==> config.mk <==
export PLATFORM = sky130hd
export DESIGN_NAME = pulse_sequencer
export DESIGN_NICKNAME = d
export VERILOG_FILES = /design/src/seq_pkg.sv /design/src/pulse_sequencer.sv /design/src/gate_synchronizer.sv
export SDC_FILE = /design/constraint.sdc
export NUM_CORES = 1
export LEC_CHECK = 0
export BUFFER_PORTS_ARGS = -buffer_cell sky130_fd_sc_hd__buf_2
export CORE_MARGIN = 5
export CORE_UTILIZATION = 56
export DETAILED_ROUTE_END_ITERATION = 8
export MAX_ROUTING_LAYER = met4
export PLACE_DENSITY = 0.88
export REMOVE_ABC_BUFFERS = 1
export SYNTH_ARGS = -nofsm -noshare
export SYNTH_HDL_FRONTEND = slang
export SYNTH_SLANG_ARGS = --single-unit
==> constraint.sdc <==
create_clock -name sys_clk_in -period 8.5 [get_ports sys_clk_in]
set_input_delay 1.275 -clock sys_clk_in [delete_from_list [all_inputs] [get_ports sys_clk_in]]
set_output_delay 1.275 -clock sys_clk_in [all_outputs]
set_load 0.01 [all_outputs]
==> src/seq_pkg.sv <==
/*
 * Shared constants and types for the gated pulse/pattern sequencer:
 * register offsets, field layouts, reset values and mode encodings.
 * Assumes a byte-addressed register port with 32-bit words.
 */
package seq_pkg;

    // ************************************************************
    // bus geometry
    // ************************************************************
    localparam int ADDR_W = 8;
    localparam int DATA_W = 32;

    // ************************************************************
    // register offsets
    // ************************************************************
    localparam logic [7:0] OFS_CTRL = 8'h00;
    localparam logic [7:0] OFS_PERIOD = 8'h04;
    localparam logic [7:0] OFS_PLL_PERIOD = 8'h08;
    localparam logic [7:0] OFS_WIDTH = 8'h0C;
    localparam logic [7:0] OFS_BURST = 8'h10;
    localparam logic [7:0] OFS_PAT_LEN = 8'h14;
    localparam logic [7:0] OFS_PAT_BITS = 8'h18;
    localparam logic [7:0] OFS_STROBE_BITS = 8'h1C;
    localparam logic [7:0] OFS_ADDR = 8'h20;
    localparam logic [7:0] OFS_STATUS = 8'h24;
    localparam logic [7:0] OFS_RESTART = 8'h28;

    // ************************************************************
    // field positions and reset values
    // ************************************************************
    localparam int CTRL_W = 11;
    localparam int ST_CFG_ERR = 0;
    localparam int ST_ADDR_ERR = 1;
    localparam int ST_RUNNING = 2;
    localparam int ST_GATE = 3;
    localparam int ADDR_ACTIVE_LSB = 8;
    localparam int RESTART_BIT = 0;
    localparam logic [4:0] ADDR_MAX = 5'h1E;
    localparam logic [4:0] ADDR_DEFAULT = 5'h0A;
    localparam logic [15:0] PERIOD_RESET = 16'h0028;
    localparam logic [15:0] WIDTH_RESET = 16'h0014;
    localparam logic [15:0] BURST_RESET = 16'h0002;
    localparam logic [15:0] PAT_LEN_RESET = 16'h0003;

    // ************************************************************
    // modes and selections
    // ************************************************************
    typedef enum logic [1:0] {
        MODE_PULSE, MODE_BURST, MODE_PATTERN, MODE_EXT_WIDTH
    } mode_type;
    typedef enum logic [1:0] {TRIG_CONT, TRIG_EDGE, TRIG_LEVEL} trig_type;
    typedef enum logic [1:0] {ORG_EXT, ORG_PLL, ORG_MANUAL} origin_type;
    typedef enum logic [1:0] {TB_OSC, TB_PLL, TB_EXT_CLK} timebase_type;

    typedef struct packed {
        logic [1:0] active_edge_select;
        timebase_type timebase_select;
        origin_type arming_origin_select;
        trig_type trig_mode;
        mode_type mode;
        logic enable;
    } ctrl_type;

    localparam logic [CTRL_W-1:0] CTRL_RESET = 11'h000;

endpackage

==> src/pulse_sequencer.sv <==
/*
 * Gated pulse / burst / pattern sequencer with external-width mode,
 * trigger marker and strobe marker, behind a simple register port.
 * Assumes all inputs except the gate and reset_n_in are synchronous to sys_clk_in.
 */
// Our own choices: the plain strobed port and the register addresses.
// Summary of operation
// - gated pulse: start on gate rise; period running at gate fall is last
// - pll or external timebase: first period 1 to 2 periods after gate
// - every period is aligned to ticks of the selected timebase
// - pulse and burst modes emit one trigger marker per period
// - gated burst repeats bursts; burst running at gate fall is last
// - burst strobe rises at first period, falls at last period start
// - gated pattern repeats pattern; pattern at gate fall is last
// - pattern mode emits one trigger marker per bit period
// - pattern strobe level per bit comes from programmed strobe bits
// - external width: output follows gate level, no timebase involved
// - level arming with manual origin is rejected and flagged
// - continuous mode ignores edge select and arming origin
// - pulse mode refuses pll as arming origin
// - bus address 0..30, default 10, takes effect only on restart
// - gated mode: gate rise starts output, unit running at gate fall is the last
// - pattern strobe is nrz, held for the whole bit period
// - pll cannot be both arming origin and timebase
`timescale 1ns/1ps
module pulse_sequencer #(
    parameter int CNT_W = 16,
    parameter int PAT_W = 32
) (
    input wire logic sys_clk_in,
    input wire logic reset_n_in,
    input wire logic [seq_pkg::ADDR_W-1:0] addr_in,
    input wire logic [seq_pkg::DATA_W-1:0] wr_data_in,
    input wire logic wr_strobe_in,
    input wire logic rd_strobe_in,
    output logic [seq_pkg::DATA_W-1:0] rd_data_out,
    input wire logic external_gate_input_in,
    input wire logic external_period_clock_in,
    output logic pulse_out,
    output logic trig_marker_out,
    output logic strobe_out,
    output logic [4:0] bus_primary_address_out
);
    import seq_pkg::*;

    localparam int IDX_W = $clog2(PAT_W);

    typedef enum logic [1:0] {S_IDLE, S_ALIGN, S_RUN} state_type;

    // ************************************************************
    // functions
    // ************************************************************
    function automatic logic cfg_legal(input ctrl_type c);
        logic ok;
        ok = (c.trig_mode != trig_type'(2'h3));
        ok = ok && (c.arming_origin_select != origin_type'(2'h3));
        ok = ok && (c.timebase_select != timebase_type'(2'h3));
        ok = ok && !(c.trig_mode == TRIG_LEVEL &&
                     c.arming_origin_select == ORG_MANUAL);
        ok = ok && !(c.mode == MODE_PULSE &&
                     c.arming_origin_select == ORG_PLL);
        ok = ok && !(c.arming_origin_select == ORG_PLL &&
                     c.timebase_select == TB_PLL);
        return ok;
    endfunction

    function automatic logic [CNT_W-1:0] unit_last(input mode_type m,
            input logic [CNT_W-1:0] burst, input logic [CNT_W-1:0] plen);
        logic [CNT_W-1:0] r;
        r = '0;
        if (m == MODE_BURST && burst != '0) begin
            r = burst - 1'b1;
        end else if (m == MODE_PATTERN && plen != '0) begin
            r = (plen > CNT_W'(PAT_W)) ? CNT_W'(PAT_W - 1) : plen - 1'b1;
        end
        return r;
    endfunction

    function automatic logic [CNT_W-1:0] tick_limit(
            input logic [CNT_W-1:0] p);
        return (p == '0) ? '0 : p - 1'b1;
    endfunction

    // ************************************************************
    // reset release
    // ************************************************************
    logic [1:0] rst_pipe_ff;
    logic rst_n;

    always_ff @(posedge sys_clk_in or negedge reset_n_in) begin
        if (!reset_n_in) begin
            rst_pipe_ff <= 2'h0;
        end else begin
            rst_pipe_ff <= {rst_pipe_ff[0], 1'b1};
        end
    end
    assign rst_n = rst_pipe_ff[1];

    // ************************************************************
    // registers
    // ************************************************************
    ctrl_type ctrl_ff;
    logic [CNT_W-1:0] period_ff, pll_period_ff, width_ff, burst_ff;
    logic [CNT_W-1:0] pat_len_ff;
    logic [PAT_W-1:0] pat_bits_ff, strobe_bits_ff;
    logic [4:0] pending_addr_ff, active_addr_ff;
    logic cfg_err_ff, addr_err_ff;
    logic [DATA_W-1:0] rd_data_ff;
    logic wr_ctrl, wr_addr, wr_status, restart;
    logic cfg_reject, addr_reject;
    ctrl_type wr_ctrl_val;
    state_type state_ff, nxt_state;
    logic gate_lvl;

    assign wr_ctrl_val = ctrl_type'(wr_data_in[CTRL_W-1:0]);
    assign wr_ctrl = wr_strobe_in && addr_in == OFS_CTRL;
    assign wr_addr = wr_strobe_in && addr_in == OFS_ADDR;
    assign wr_status = wr_strobe_in && addr_in == OFS_STATUS;
    assign restart = wr_strobe_in && addr_in == OFS_RESTART &&
                     wr_data_in[RESTART_BIT];
    assign cfg_reject = wr_ctrl && !cfg_legal(wr_ctrl_val);
    assign addr_reject = wr_addr && wr_data_in[4:0] > ADDR_MAX;

    always_ff @(posedge sys_clk_in or negedge rst_n) begin
        if (!rst_n) begin
            ctrl_ff <= ctrl_type'(CTRL_RESET);
            period_ff <= CNT_W'(PERIOD_RESET);
            pll_period_ff <= CNT_W'(PERIOD_RESET);
            width_ff <= CNT_W'(WIDTH_RESET);
            burst_ff <= CNT_W'(BURST_RESET);
            pat_len_ff <= CNT_W'(PAT_LEN_RESET);
            pat_bits_ff <= '0;
            strobe_bits_ff <= '0;
        end else if (wr_strobe_in) begin
            unique case (addr_in)
                OFS_CTRL: if (!cfg_reject) ctrl_ff <= wr_ctrl_val;
                OFS_PERIOD: period_ff <= wr_data_in[CNT_W-1:0];
                OFS_PLL_PERIOD: pll_period_ff <= wr_data_in[CNT_W-1:0];
                OFS_WIDTH: width_ff <= wr_data_in[CNT_W-1:0];
                OFS_BURST: burst_ff <= wr_data_in[CNT_W-1:0];
                OFS_PAT_LEN: pat_len_ff <= wr_data_in[CNT_W-1:0];
                OFS_PAT_BITS: pat_bits_ff <= wr_data_in[PAT_W-1:0];
                OFS_STROBE_BITS: strobe_bits_ff <= wr_data_in[PAT_W-1:0];
                default: ;
            endcase
        end
    end

    // pending address is only copied to the live one on restart
    always_ff @(posedge sys_clk_in or negedge rst_n) begin
        if (!rst_n) begin
            pending_addr_ff <= ADDR_DEFAULT;
            active_addr_ff <= ADDR_DEFAULT;
        end else begin
            if (wr_addr && !addr_reject) begin
                pending_addr_ff <= wr_data_in[4:0];
            end
            if (restart) begin
                active_addr_ff <= pending_addr_ff;
            end
        end
    end

    // error flags: write one to clear, a new error in the same cycle wins
    always_ff @(posedge sys_clk_in or negedge rst_n) begin
        if (!rst_n) begin
            cfg_err_ff <= 1'b0;
            addr_err_ff <= 1'b0;
        end else begin
            cfg_err_ff <= cfg_reject ||
                (cfg_err_ff && !(wr_status && wr_data_in[ST_CFG_ERR]));
            addr_err_ff <= addr_reject ||
                (addr_err_ff && !(wr_status && wr_data_in[ST_ADDR_ERR]));
        end
    end

    always_ff @(posedge sys_clk_in or negedge rst_n) begin
        if (!rst_n) begin
            rd_data_ff <= '0;
        end else begin
            rd_data_ff <= '0;
            if (rd_strobe_in) begin
                unique case (addr_in)
                    OFS_CTRL: rd_data_ff <= DATA_W'(ctrl_ff);
                    OFS_PERIOD: rd_data_ff <= DATA_W'(period_ff);
                    OFS_PLL_PERIOD: rd_data_ff <= DATA_W'(pll_period_ff);
                    OFS_WIDTH: rd_data_ff <= DATA_W'(width_ff);
                    OFS_BURST: rd_data_ff <= DATA_W'(burst_ff);
                    OFS_PAT_LEN: rd_data_ff <= DATA_W'(pat_len_ff);
                    OFS_PAT_BITS: rd_data_ff <= DATA_W'(pat_bits_ff);
                    OFS_STROBE_BITS: rd_data_ff <= DATA_W'(strobe_bits_ff);
                    OFS_ADDR: begin
                        rd_data_ff[4:0] <= pending_addr_ff;
                        rd_data_ff[ADDR_ACTIVE_LSB +: 5] <= active_addr_ff;
                    end
                    OFS_STATUS: begin
                        rd_data_ff[ST_CFG_ERR] <= cfg_err_ff;
                        rd_data_ff[ST_ADDR_ERR] <= addr_err_ff;
                        rd_data_ff[ST_RUNNING] <= state_ff != S_IDLE;
                        rd_data_ff[ST_GATE] <= gate_lvl;
                    end
                    default: ;
                endcase
            end
        end
    end

    // ************************************************************
    // gate and timebase
    // ************************************************************
    logic gate_d_ff, gate_rise, ext_clk_d_ff;
    logic [CNT_W-1:0] osc_cnt_ff, pll_cnt_ff;
    logic osc_tick, pll_tick, tick, osc_restart;
    logic run_req, keep_going;

    gate_synchronizer u_gate_sync (
        .clk_in(sys_clk_in),
        .rst_n_in(rst_n),
        .async_in(external_gate_input_in),
        .sync_out(gate_lvl)
    );

    always_ff @(posedge sys_clk_in or negedge rst_n) begin
        if (!rst_n) begin
            gate_d_ff <= 1'b0;
            ext_clk_d_ff <= 1'b0;
        end else begin
            gate_d_ff <= gate_lvl;
            ext_clk_d_ff <= external_period_clock_in;
        end
    end
    assign gate_rise = gate_lvl && !gate_d_ff;

    assign osc_tick = osc_cnt_ff >= tick_limit(period_ff);
    assign pll_tick = pll_cnt_ff >= tick_limit(pll_period_ff);

    // oscillator restarts on the gate so it is phase locked to it
    always_ff @(posedge sys_clk_in or negedge rst_n) begin
        if (!rst_n) begin
            osc_cnt_ff <= '0;
            pll_cnt_ff <= '0;
        end else begin
            osc_cnt_ff <= (osc_restart || osc_tick) ? '0 : osc_cnt_ff + 1'b1;
            pll_cnt_ff <= pll_tick ? '0 : pll_cnt_ff + 1'b1;
        end
    end

    always_comb begin
        unique case (ctrl_ff.timebase_select)
            TB_PLL: tick = pll_tick;
            TB_EXT_CLK: tick = external_period_clock_in && !ext_clk_d_ff;
            default: tick = osc_tick;
        endcase
    end

    // continuous mode looks at neither origin nor edge select
    assign run_req = ctrl_ff.enable && ctrl_ff.mode != MODE_EXT_WIDTH &&
        (ctrl_ff.trig_mode == TRIG_CONT ||
         (ctrl_ff.trig_mode == TRIG_LEVEL && gate_rise));
    assign keep_going = ctrl_ff.enable &&
        ctrl_ff.mode != MODE_EXT_WIDTH &&
        (ctrl_ff.trig_mode == TRIG_CONT ||
         (ctrl_ff.trig_mode == TRIG_LEVEL && gate_lvl));

    // ************************************************************
    // sequencing
    // ************************************************************
    logic [CNT_W-1:0] idx_ff, new_idx, last_idx, width_cnt_ff, nxt_width_cnt;
    logic align_seen_ff, start;

    assign last_idx = unit_last(ctrl_ff.mode, burst_ff, pat_len_ff);
    assign osc_restart = state_ff == S_IDLE && run_req &&
                         ctrl_ff.timebase_select == TB_OSC;

    always_comb begin
        nxt_state = state_ff;
        start = 1'b0;
        new_idx = '0;
        unique case (state_ff)
            S_IDLE: if (run_req) begin
                if (ctrl_ff.timebase_select == TB_OSC) begin
                    start = 1'b1;
                    nxt_state = S_RUN;
                end else begin
                    nxt_state = S_ALIGN;
                end
            end
            S_ALIGN: if (tick && align_seen_ff) begin
                start = 1'b1;
                nxt_state = S_RUN;
            end
            S_RUN: if (tick) begin
                if (idx_ff != last_idx) begin
                    start = 1'b1;
                    new_idx = idx_ff + 1'b1;
                end else if (keep_going) begin
                    start = 1'b1;
                end else begin
                    nxt_state = S_IDLE;
                end
            end
        endcase
    end

    // first tick after the gate is a partial period and is skipped
    always_ff @(posedge sys_clk_in or negedge rst_n) begin
        if (!rst_n) begin
            state_ff <= S_IDLE;
            idx_ff <= '0;
            align_seen_ff <= 1'b0;
        end else begin
            state_ff <= nxt_state;
            if (start) idx_ff <= new_idx;
            align_seen_ff <= state_ff == S_ALIGN && (align_seen_ff || tick);
        end
    end

    assign nxt_width_cnt = start ? width_ff :
        (width_cnt_ff != '0) ? width_cnt_ff - 1'b1 : '0;

    // ************************************************************
    // outputs
    // ************************************************************
    logic pulse_ff, marker_ff, strobe_ff;

    always_ff @(posedge sys_clk_in or negedge rst_n) begin
        if (!rst_n) begin
            width_cnt_ff <= '0;
            marker_ff <= 1'b0;
        end else begin
            width_cnt_ff <= nxt_width_cnt;
            marker_ff <= start;
        end
    end

    always_ff @(posedge sys_clk_in or negedge rst_n) begin
        if (!rst_n) begin
            pulse_ff <= 1'b0;
        end else if (ctrl_ff.mode == MODE_EXT_WIDTH) begin
            pulse_ff <= gate_lvl;
        end else if (ctrl_ff.mode == MODE_PATTERN) begin
            if (start) begin
                pulse_ff <= pat_bits_ff[new_idx[IDX_W-1:0]];
            end else if (nxt_state == S_IDLE) begin
                pulse_ff <= 1'b0;
            end
        end else begin
            pulse_ff <= nxt_width_cnt != '0;
        end
    end

    // strobe held for the whole bit period: nrz
    always_ff @(posedge sys_clk_in or negedge rst_n) begin
        if (!rst_n) begin
            strobe_ff <= 1'b0;
        end else if (start && ctrl_ff.mode == MODE_PATTERN) begin
            strobe_ff <= strobe_bits_ff[new_idx[IDX_W-1:0]];
        end else if (start && ctrl_ff.mode == MODE_BURST) begin
            strobe_ff <= new_idx != last_idx;
        end else if (nxt_state == S_IDLE ||
                     ctrl_ff.mode == MODE_PULSE ||
                     ctrl_ff.mode == MODE_EXT_WIDTH) begin
            strobe_ff <= 1'b0;
        end
    end

    assign pulse_out = pulse_ff;
    assign trig_marker_out = marker_ff;
    assign strobe_out = strobe_ff;
    assign rd_data_out = rd_data_ff;
    assign bus_primary_address_out = active_addr_ff;
endmodule

==> src/gate_synchronizer.sv <==
/*
 * Two-stage level synchronizer for the asynchronous gate input.
 * Assumes the reset given is already synchronous on release.
 */
`timescale 1ns/1ps
module gate_synchronizer (
    input wire logic clk_in,
    input wire logic rst_n_in,
    input wire logic async_in,
    output logic sync_out
);
    logic stage1_ff;
    logic stage2_ff;

    // first stage is read by the second stage only
    always_ff @(posedge clk_in or negedge rst_n_in) begin
        if (!rst_n_in) begin
            stage1_ff <= 1'b0;
            stage2_ff <= 1'b0;
        end else begin
            stage1_ff <= async_in;
            stage2_ff <= stage1_ff;
        end
    end

    assign sync_out = stage2_ff;
endmodule

==> results_dict.tcl <==
set metrics [dict create \
    worstSetupEndpointType "flop" \
    viasPerCell 6.77 \
    final.min_clock_period_ps 6450 \
    power_mw 3.82 \
    clkLatencyLatePin_ps 580 \
    synth_top_area_share_pct 41.3 \
    postCtsHoldBufs 0 \
    grt_pass1_wl_mm 74.2 \
    yosys.area_share.simple_pct 15.4 \
    gp_congestion 1.03 \
    postLayoutCellArea_sq_mm 0.0175 \
    slew_viol_final 0 \
    dieWidth_microns 178 \
    setup_viol 0 \
    synth_common_cells "262 x dfrtp_1, 157 x mux2_2, 144 x nor2_1" \
    dr.pass1.iters 6 \
    core_area_sq_mm 0.0279 \
    fin_crit_sh_pct 75.9 \
    worstPathRequired_ps 8990 \
    place_area_sq_mm 0.0165 \
    ys_warn_count 0 \
    ys.flop_type "dfrtp_1" \
    dr.first_iter.drc_count 1901 \
    final_hold_viol_count 0 \
    skew_ps 19.3 \
    numPortBuffers 85 \
    cts_setup_buffers 0 \
    synth-edff-count 0 \
    placed_cells 1948 \
    fmax_mhz 155 \
    ys_ff_latch 275 \
    grt_util_all_layers_pct 30.6 \
    yosysMostFrequentCell "dfrtp_1" \
    htreeDepth 1 \
    outcome "finished clean" \
    yosysSeqAreaShare_pct 43.5 \
    netlist_instances 1556 \
    synth_top_family_by_area "simple AND/OR/NAND/NOR gates" \
    hold_path_class "reg2async" \
    async_flop_share_pct 100 \
    yosys-top-cells-area "dfrtp_1 41%, mux2_2 11%, ha_1 3.9%" \
    antenna_found_initial 1 \
    synthMuxAreaShare_pct 13.0 \
    synth_xor_xnor_area_share_pct 6.07 \
    yosysTopAreaCell "dfrtp_1" \
    clockRootBuffer "clkbuf_16" \
    row_count 61 \
    rsz0062_at_grt "no" \
    powerDensity_mw_per_mm2 218 \
    synthDistinctLibCells 83 \
    overflow 0 \
    fin_nets 1696 \
    drt_wl_total_mm 47.5 \
    cts_tree "built" \
    cp.arrival_ps 6940 \
    cap_viol_max_count 0 \
    io_pins 86 \
    path_clk_slew_ps 70 \
    r2r-start "pll_period_ff[9]" \
    worst_pin_slew_ps 1230 \
    path_class "reg2reg" \
    vdd_drop_max_mv 0.160 \
    numCtsBuffers 29 \
    drive_gt1_share_pct 22.5 \
    critical_path.max_fanout 24 \
    relSlewSlack_pct 17.5 \
    design.die.area_sq_mm 0.0318 \
    finalSetupTns_ps 0 \
    area_delta_synth_final_pct 10.6 \
    r2r_setup_slack_ps 2050 \
    place_hpwl_mm 33.6 \
    die_h_microns 178 \
    cts_resized 0 \
    start_util_pct 56.9 \
    fin_cells 2003 \
    clockBufferDepth 3 \
    synth_compound_area_share_pct 14.9 \
    leakage_nw 8.02 \
    grt_max_degree 87 \
    r2r_end "strobe_out" \
    grt_pass1_vias 12976 \
    crit_path_start_kind "flop" \
    ant_nets 0 \
    synth.avg_cell_area_sq_um 10.2 \
    pre_cts_ws_ps 2200 \
    setup_ws_ps 2050 \
    cts.sinks 275 \
    routedWlPerCell_microns 23.7 \
    vias 13552 \
    netlist_area_sq_mm 0.0159 \
    remaining_drc_errors 0 \
    yosys.area_share.adder_pct 3.87 \
    rr_worst_depth 17 \
]
worst max-delay path, cell delays in order, from the launching register on:
cell and delay (ps):
dfrtp_1 430, or4_1 590, nor4_1 290, nor2b_1 220, nand4b_1 510, and2_1 390, ha_1 260, nand2b_1 90
a211oi_1 60, o21ai_0 160, a21bo_2 180, nor3_1 60, nor3_1 980, nand3_1 990, a21oi_1 520, o22ai_1 140
a32o_1 310, o211ai_1 160
layer usage:
layer,global-route usage [%],part of all wire (%),vias to the layer above,wire (microns)
met5,-,0,-,0
met4,13.1,5.5,0,2600
met3,6.13,11,181,5460
met2,45.3,45,924,21400
met1,41.2,38,6622,18100
li1,-,-,5825,-
final cells by class:
class	instances	area (sq um)
repair buffers	102	553
inverters	34	128
multi-input cells	1159	8460
clock buffers	38	810
clock inverters	16	213
well taps	378	473
fillers	2121	10300
flip-flops and latches	275	6900
diodes	1	2.50
cell families after synthesis:
logic type | Yosys count
flops | 275
mux | 176
buf+inv | 122
xor+xnor | 110
compound gates | 324
fa+ha+maj | 49
other cells | 1
simple gates | 499
worst max-delay path by stage:
stage,startpoint,to,slack (ps),cells after the start
4_1_cts,pll_period_ff[10],strobe_out,2120,17
2_1_floorplan,rst_pipe_ff[1],addr_err_ff,290,0
3_3_place_gp,pll_period_ff[10],strobe_out,2400,17
3_5_place_dp,pll_period_ff[9],strobe_out,2200,17
6_report,pll_period_ff[9],strobe_out,2050,17
5_1_grt,pll_period_ff[9],pulse_out,1540,17
where the power goes:
| part | switching [mW] | internal, mW |
|---|---|---|
| logic | 0.509 | 0.363 |
| registers | 0.163 | 1.43 |
| clock network | 0.552 | 0.798 |
through the flow:
step	hold WS (ps)	utilization, %
floorplan	331	-
global placement	337	59.3
detailed placement	348	59.3
CTS	362	62.9
global route	378	63.0
finish	352	63.0
cells in the final DEF (no fill, tap or decap), types with 12 or more instances in the layout:
| cell | count |
|---|---|
| a211oi_1 | 13 |
| a21oi_1 | 47 |
| a221oi_1 | 17 |
| a22o_1 | 14 |
| a22oi_1 | 53 |
| a31oi_1 | 19 |
| and3_1 | 16 |
| buf_2 | 85 |
| buf_4 | 17 |
| clkbuf_16 | 29 |
| dfrtp_1 | 261 |
| dfstp_2 | 13 |
| ha_1 | 49 |
| inv_1 | 33 |
| mux2_2 | 157 |
| nand2_1 | 130 |
| nand2b_1 | 14 |
| nand3_1 | 51 |
| nand4_1 | 15 |
| nor2_1 | 142 |
| nor3_1 | 35 |
| nor4_1 | 20 |
| o21ai_0 | 48 |
| o31ai_1 | 20 |
| or3_1 | 13 |
| or4_1 | 12 |
| xnor2_1 | 57 |
| xor2_1 | 53 |
state kept, by name, summed over array words and instances, names as in the netlist, 5 cells and up:
name	flops
rd_data_out	32
pll_period_ff	16
period_ff	16
idx_ff	16
strobe_bits_ff	32
width_cnt_ff	16
ctrl_ff	11
bus_primary_address_out	5
pat_bits_ff	32
pending_addr_ff	5
burst_ff	16
pat_len_ff	16
width_ff	16
pll_cnt_ff	16
osc_cnt_ff	16
(Power assumes the default switching activity.)
